### config.mk
export PLATFORM = sky130hd
export DESIGN_NAME = adc_result_bank
export DESIGN_NICKNAME = d
export VERILOG_FILES = /design/src/rtl/adc_result_pkg.sv /design/src/rtl/result_pair.sv /design/src/rtl/irq_status.sv /design/src/rtl/adc_result_bank.sv
export SDC_FILE = /design/constraint.sdc
export NUM_CORES = 1
export LEC_CHECK = 0
export ABC_AREA = 1
export ABC_CLOCK_PERIOD_IN_PS = 3200
export BUFFER_PORTS_ARGS = -buffer_cell sky130_fd_sc_hd__buf_2
export CAP_MARGIN = 25
export CELL_PAD_IN_SITES_DETAIL_PLACEMENT = 1
export CELL_PAD_IN_SITES_GLOBAL_PLACEMENT = 1
export CORE_MARGIN = 8
export CORE_UTILIZATION = 39
export CTS_CLUSTER_SIZE = 25
export DETAILED_ROUTE_END_ITERATION = 10
export PLACE_DENSITY_LB_ADDON = 0.12
export SYNTH_ARGS = -nofsm -noshare
export SYNTH_HDL_FRONTEND = slang
export SYNTH_SLANG_ARGS = --single-unit
### constraint.sdc
create_clock -name ref_clk_i -period 3.2 [get_ports ref_clk_i]
set_input_delay 0.64 -clock ref_clk_i [delete_from_list [all_inputs] [get_ports ref_clk_i]]
set_output_delay 0.64 -clock ref_clk_i [all_outputs]
set_load 0.005 [all_outputs]
### src/rtl/adc_result_pkg.sv
`default_nettype none
package adc_result_pkg;
    localparam int ADDR_W = 32;
    localparam int DATA_W = 8;
    localparam int RES_W = 10;
    localparam int NUM_CH = 4;
    localparam int IRQ_W = 2 * NUM_CH;

    // lower result register layout
    localparam int LOW_RES_MSB = 7;
    localparam int LOW_RES_LSB = 6;
    localparam int LOW_ONES_MSB = 5;
    localparam int LOW_ONES_LSB = 2;
    localparam int LOW_OVR_BIT = 1;
    localparam int LOW_STORED_BIT = 0;
    localparam logic [3:0] LOW_ONES_VAL = 4'hf;
    // split of the 10-bit result between the two registers
    localparam int RES_LOW_BITS = 2;

    localparam logic [ADDR_W-1:0] CH1_RESULT_LOW_ADDR = 32'hffff_f302;
    localparam logic [ADDR_W-1:0] CH1_RESULT_HIGH_ADDR = 32'hffff_f303;
    localparam logic [ADDR_W-1:0] CH2_RESULT_LOW_ADDR = 32'hffff_f304;
    localparam logic [ADDR_W-1:0] CH2_RESULT_HIGH_ADDR = 32'hffff_f305;
    localparam logic [ADDR_W-1:0] CH3_RESULT_LOW_ADDR = 32'hffff_f306;
    localparam logic [ADDR_W-1:0] CH3_RESULT_HIGH_ADDR = 32'hffff_f307;
    localparam logic [ADDR_W-1:0] CH4_RESULT_LOW_ADDR = 32'hffff_f308;
    localparam logic [ADDR_W-1:0] CH4_RESULT_HIGH_ADDR = 32'hffff_f309;
    localparam logic [ADDR_W-1:0] IRQ_STATUS_ADDR = 32'hffff_f3f0;
    localparam logic [ADDR_W-1:0] IRQ_MASK_ADDR = 32'hffff_f3f1;

    localparam logic [ADDR_W-1:0] LOW_ADDR [NUM_CH] = '{
        CH1_RESULT_LOW_ADDR, CH2_RESULT_LOW_ADDR, CH3_RESULT_LOW_ADDR, CH4_RESULT_LOW_ADDR};
    localparam logic [ADDR_W-1:0] HIGH_ADDR [NUM_CH] = '{
        CH1_RESULT_HIGH_ADDR, CH2_RESULT_HIGH_ADDR, CH3_RESULT_HIGH_ADDR, CH4_RESULT_HIGH_ADDR};

    localparam logic [DATA_W-1:0] RESULT_RESET = 8'h00;
    localparam logic [IRQ_W-1:0] IRQ_MASK_RESET = 8'h00;
    localparam logic [DATA_W-1:0] UNMAPPED_READ = 8'h00;
endpackage
`default_nettype wire

### src/rtl/result_pair.sv
`timescale 1ns/100ps
`default_nettype none
module result_pair (
    input wire logic ref_clk_i,
    input wire logic rst_i,
    input wire logic store_i,
    input wire logic [adc_result_pkg::RES_W-1:0] result_i,
    input wire logic low_read_i,
    output logic [adc_result_pkg::DATA_W-1:0] low_byte_o,
    output logic [adc_result_pkg::DATA_W-1:0] high_byte_o,
    output logic overrun_event_o
);
    import adc_result_pkg::*;

    logic [RES_W-1:0] result;
    logic result_stored_flag;
    logic overrun_flag;

    always_ff @(posedge ref_clk_i) begin
        if (rst_i) begin
            result <= {RESULT_RESET, 2'h0};
        end else if (store_i) begin
            result <= result_i;
        end
    end

    // a read in the same cycle as a store returns the old value, so the
    // old value was consumed and no overrun is counted
    assign overrun_event_o = store_i && result_stored_flag && !low_read_i;

    always_ff @(posedge ref_clk_i) begin
        if (rst_i) begin
            result_stored_flag <= 1'h0;
        end else if (store_i) begin
            result_stored_flag <= 1'h1;
        end else if (low_read_i) begin
            result_stored_flag <= 1'h0;
        end
    end

    always_ff @(posedge ref_clk_i) begin
        if (rst_i) begin
            overrun_flag <= 1'h0;
        end else if (overrun_event_o) begin
            overrun_flag <= 1'h1;
        end else if (low_read_i) begin
            overrun_flag <= 1'h0;
        end
    end

    always_comb begin
        low_byte_o = '0;
        low_byte_o[LOW_RES_MSB:LOW_RES_LSB] = result[RES_LOW_BITS-1:0];
        low_byte_o[LOW_ONES_MSB:LOW_ONES_LSB] = LOW_ONES_VAL;
        low_byte_o[LOW_OVR_BIT] = overrun_flag;
        low_byte_o[LOW_STORED_BIT] = result_stored_flag;
    end

    assign high_byte_o = result[RES_W-1:RES_LOW_BITS];
endmodule
`default_nettype wire

### src/rtl/irq_status.sv
`timescale 1ns/100ps
`default_nettype none
module irq_status (
    input wire logic ref_clk_i,
    input wire logic rst_i,
    input wire logic [adc_result_pkg::IRQ_W-1:0] event_i,
    input wire logic status_read_i,
    input wire logic mask_write_i,
    input wire logic [adc_result_pkg::IRQ_W-1:0] mask_wdata_i,
    output logic [adc_result_pkg::IRQ_W-1:0] status_o,
    output logic [adc_result_pkg::IRQ_W-1:0] mask_o,
    output logic irq_o
);
    import adc_result_pkg::*;

    always_ff @(posedge ref_clk_i) begin
        if (rst_i) begin
            status_o <= '0;
        end else begin
            // an event in the clearing cycle survives the read
            status_o <= (status_read_i ? '0 : status_o) | event_i;
        end
    end

    always_ff @(posedge ref_clk_i) begin
        if (rst_i) begin
            mask_o <= IRQ_MASK_RESET;
        end else if (mask_write_i) begin
            mask_o <= mask_wdata_i;
        end
    end

    assign irq_o = |(status_o & mask_o);
endmodule
`default_nettype wire

### src/rtl/adc_result_bank.sv
// Local design decision: strobed register access.
`timescale 1ns/100ps
`default_nettype none
//Contract
// - result bits 1:0 appear in bits 7:6 of the channel's lower register
// - result bits 9:2 appear in bits 7:0 of the read-only upper register
// - lower register bit 1 is a read-only overrun flag, reset to 0
// - lower register bits 5:2 always read as ones
// - lower register bit 0 resets to 0, set when a new result is stored
// - reading the lower register clears the stored flag; upper read does not
module adc_result_bank (
    input wire logic ref_clk_i,
    input wire logic rst_i,
    input wire logic [adc_result_pkg::ADDR_W-1:0] addr_i,
    input wire logic [adc_result_pkg::DATA_W-1:0] wdata_i,
    input wire logic wr_i,
    input wire logic rd_i,
    output logic [adc_result_pkg::DATA_W-1:0] rdata_o,
    input wire logic [adc_result_pkg::NUM_CH-1:0] store_i,
    input wire logic [adc_result_pkg::NUM_CH*adc_result_pkg::RES_W-1:0] result_i,
    output logic irq_o
);
    import adc_result_pkg::*;

    logic [NUM_CH-1:0] low_read;
    logic [NUM_CH-1:0] overrun_event;
    logic [DATA_W-1:0] low_byte [NUM_CH];
    logic [DATA_W-1:0] high_byte [NUM_CH];
    logic [IRQ_W-1:0] status;
    logic [IRQ_W-1:0] mask;
    logic status_read;
    logic mask_write;
    logic [DATA_W-1:0] next_rdata;

    genvar g;
    generate
        for (g = 0; g < NUM_CH; g++) begin : gen_ch
            result_pair u_pair (
                .ref_clk_i(ref_clk_i),
                .rst_i(rst_i),
                .store_i(store_i[g]),
                .result_i(result_i[g*RES_W +: RES_W]),
                .low_read_i(low_read[g]),
                .low_byte_o(low_byte[g]),
                .high_byte_o(high_byte[g]),
                .overrun_event_o(overrun_event[g])
            );
        end
    endgenerate

    // only the lower register read clears the stored and overrun flags; upper reads have no side effect
    always_comb begin
        for (int i = 0; i < NUM_CH; i++) begin
            low_read[i] = rd_i && (addr_i == LOW_ADDR[i]);
        end
    end

    assign status_read = rd_i && (addr_i == IRQ_STATUS_ADDR);
    assign mask_write = wr_i && (addr_i == IRQ_MASK_ADDR);

    irq_status u_irq (
        .ref_clk_i(ref_clk_i),
        .rst_i(rst_i),
        .event_i({overrun_event, store_i}),
        .status_read_i(status_read),
        .mask_write_i(mask_write),
        .mask_wdata_i(wdata_i),
        .status_o(status),
        .mask_o(mask),
        .irq_o(irq_o)
    );

    // result registers ignore writes; unmapped reads return zero
    always_comb begin
        next_rdata = UNMAPPED_READ;
        if (rd_i) begin
            for (int i = 0; i < NUM_CH; i++) begin
                if (addr_i == LOW_ADDR[i]) begin
                    next_rdata = low_byte[i];
                end
                if (addr_i == HIGH_ADDR[i]) begin
                    next_rdata = high_byte[i];
                end
            end
            if (addr_i == IRQ_STATUS_ADDR) begin
                next_rdata = status;
            end
            if (addr_i == IRQ_MASK_ADDR) begin
                next_rdata = mask;
            end
        end
    end

    // data stands only in the cycle after the read strobe
    always_ff @(posedge ref_clk_i) begin
        if (rst_i) begin
            rdata_o <= UNMAPPED_READ;
        end else begin
            rdata_o <= next_rdata;
        end
    end
endmodule
`default_nettype wire

==> results.sh <==
export IMPL_grt_pass1_vias=3845
export IMPL_switching_share_pct=26.3
export IMPL_drive_above_1_share_pct=24.0
export IMPL_startpoint="addr_i[10]"
export IMPL_holdBufCountCts=0
export IMPL_fmax_mhz=468
export IMPL_finalMaxSlewViolations=0
export IMPL_layout_common_cells="nor2_1 (122), buf_2 (96), nand2_1 (81)"
export IMPL_insertion_delay_ns=0.35
export IMPL_synth_flop_cell="dfxtp_1"
export IMPL_syn_inst=510
export IMPL_track_usage_pct=18.3
export IMPL_grt_pass1_wl_um=18800
export IMPL_end_kind="register"
export IMPL_path_clk_slew_ns=0.08
export IMPL_r2r_start="gen_ch[0].u_pair.result[4]"
export IMPL_worstPathMaxFanout=12
export IMPL_dr_pass1_iters=4
export IMPL_path_cells="buf_2, inv_1, nand2_1, nor2_1, nand2_1, inv_2, nand4_1, nor2_2, inv_1, o21ai_0, inv_1, nand2_1, a21oi_1"
export IMPL_wl_per_cell_um=16.1
export IMPL_power_leakage_nw=1.94
export IMPL_syn_nets=598
export IMPL_min_delay_start="gen_ch[1].u_pair.result[5]"
export IMPL_htree_levels=3
export IMPL_dp_slack_ns=0.709
export IMPL_layout_commonest_cell="nor2_1"
export IMPL_cts_resized=0
export IMPL_die_w_um=110
export IMPL_switching_power_mw=0.510
export IMPL_fill_cells=1183
export IMPL_port_buffers=96
export IMPL_grt_ovfl_total=0
export IMPL_cts_tree="yes"
export IMPL_finalWirelength_um=11500
export IMPL_cpMaxStageDelayCell="nand2_1"
export IMPL_vias=3646
export IMPL_tns_ns=0
export IMPL_yosysWarnings=0
export IMPL_p_per_area_nw_per_um2=458
export IMPL_nets=688
export IMPL_synthTopCellsByArea="dfxtp_1 (41%), nor2_1 (13%), o21ai_0 (9.1%)"
export IMPL_tightest_slew_ns=0.594
export IMPL_fin_crit_sh_pct=66.8
export IMPL_grt_antenna_before_repair=0
export IMPL_dieArea_sq_um=12200
export IMPL_pwr_share_clk_pct=39.8
export IMPL_grt_max_degree=58
export IMPL_synthArstFlopShare_pct=0
export IMPL_ys_seq_elements=72
export IMPL_intPower_mw=1.43
export IMPL_rsz0062_at_grt="false"
export IMPL_power_frac_comb_pct=9.5
export IMPL_setup_viol=0
export IMPL_ios=97
export IMPL_critPathKind="in -> reg"
export IMPL_slowest_delay_ns=0.35
export IMPL_avgSynthCellArea_sq_um=6.83
export IMPL_root_buffer="clkbuf_8"
export IMPL_place_gp_congestion=0.819
export IMPL_cts_buffer_depth=2
export IMPL_maxCapViolations=0
export IMPL_synth_top_area_cell="dfxtp_1"
export IMPL_post_cts_setup_buffers=0
export IMPL_hpwlAfterDp_um=8740
export IMPL_synth_distinct_cells=33
export IMPL_cpLargestDelayFamily="simple AND/OR/NAND/NOR gates"
export IMPL_via_per_inst=5.11
export IMPL_p_seq_share_pct=50.6
export IMPL_ir_worst_vdd_v=0.000217
export IMPL_ant_nets=0
export IMPL_cp_required_ns=3.44
export IMPL_drc=0
export IMPL_min_period_ns=2.14
export IMPL_worst_path_buf_inv=5
export IMPL_worstPathArrival_ns=2.37
export IMPL_finalHoldViolCount=0
export IMPL_worstSetupStartpointType="input port"
export IMPL_hold_class="reg -> reg"
export IMPL_rows=34
export IMPL_status="complete, no violations"
export IMPL_max_slew_margin_rel_pct=60.3
export IMPL_syn_area_sq_um=3480
export IMPL_area_growth_pct=21.6
export IMPL_die_y_um=110
export IMPL_core_area_sq_um=8680
export IMPL_yosysTopAreaCellShare_pct=41.4
export IMPL_drtIter0Drc=221
export IMPL_synth_edf_count=0
export IMPL_ys_seq_area_share_pct=41.4
export IMPL_finClkSkew_ns=0.00795
export IMPL_cts_buffers=9
export IMPL_numClockSinks=72
export IMPL_diodes=0
export IMPL_start_util_pct=40.1
export IMPL_fin_ws_ns=1.06
-- cell usage after synthesis (all sizes together), types with 2 or more instances --
cell type	n
o22ai	7
a22o	2
dfxtp	72
a221oi	2
nand3	21
inv	45
nand2	81
nand4	19
nor4	2
clkinv	2
nor2	133
a21oi	20
clkbuf	13
buf	7
or2	3
nor3	11
o21ai	66
-- power by group through the flow --
stage	Clock [mW]	Sequential (mW)	Combinational [mW]
after floorplan	0	0.987	0.102
after global placement	0	1.00	0.176
after detailed placement	0	1.00	0.184
after CTS	0.787	0.981	0.187
after global routing	0.823	0.987	0.211
final	0.773	0.982	0.185
-- path summary, 6_finish.rpt --
path,end,slack (ns),cells past startpoint
setup / recovery,rdata_o[5],1.06,13
hold reg to reg,gen_ch[1].u_pair.result[5],0.47,2
hold / removal,gen_ch[1].u_pair.result[5],0.47,2
setup reg to reg,rdata_o[2],2.07,6
-- cell families after synthesis --
kind of cell | share of synthesized area, %
AO/OA/AOI/OAI | 15.3
flip-flops | 41.4
AND/OR/NAND/NOR | 35.3
buffers and inverters | 7.94
-- routing by layer --
layer / track usage, % / part of all wire [%]
met1: 24.2 / 49
met2: 29.4 / 45
met3: 4.44 / 5.3
met4: 4.32 / 0.83
met5: 0 / 0
-- final cells by class --
| cell class | count | area, sq um | area share (%) |
|---|---|---|---|
| clock buffers | 11 | 151 | 3.58 |
| repair buffers | 99 | 503 | 11.9 |
| clock inverters | 5 | 62.6 | 1.48 |
| multi-input cells | 371 | 1760 | 41.6 |
| inverters | 47 | 176 | 4.17 |
| flip-flops and latches | 72 | 1440 | 34.1 |
| well taps | 108 | 135 | 3.19 |
-- stage by stage --
| stage | utilization [%] | hold slack, ns | power (mW) | std cells | area, sq um |
|---|---|---|---|---|---|
| final | 48.8 | 0.466 | 1.94 | 713 | 4230 |
| after global routing | 48.8 | 0.476 | 2.02 | 713 | 4230 |
| after CTS | 48.8 | 0.471 | 1.95 | 713 | 4230 |
| after detailed placement | 46.3 | 0.460 | 1.19 | 697 | 4020 |
| after global placement | 46.3 | 0.444 | 1.18 | 697 | 4020 |
| after floorplan | - | 0.427 | 1.09 | 510 | 3480 |
-- worst reg2reg max path: stages (launching register included) --
cell and delay (ns):
dfxtp_1 0.33, nand3_1 0.08, nand3_1 0.06, a21oi_1 0.18, nand4_1 0.12, nor2_1 0.16
a21oi_1 0.09
-- state kept, by name, indices dropped and copies added (netlist names) --
register and flops:
rdata_o 8, gen_ch.u_pair.overrun_flag 4, u_irq.status_o 8, gen_ch.u_pair.result_stored_flag 4, u_irq.mask_o 8, gen_ch.u_pair.result 40
Power figures use the tool's default switching activity.
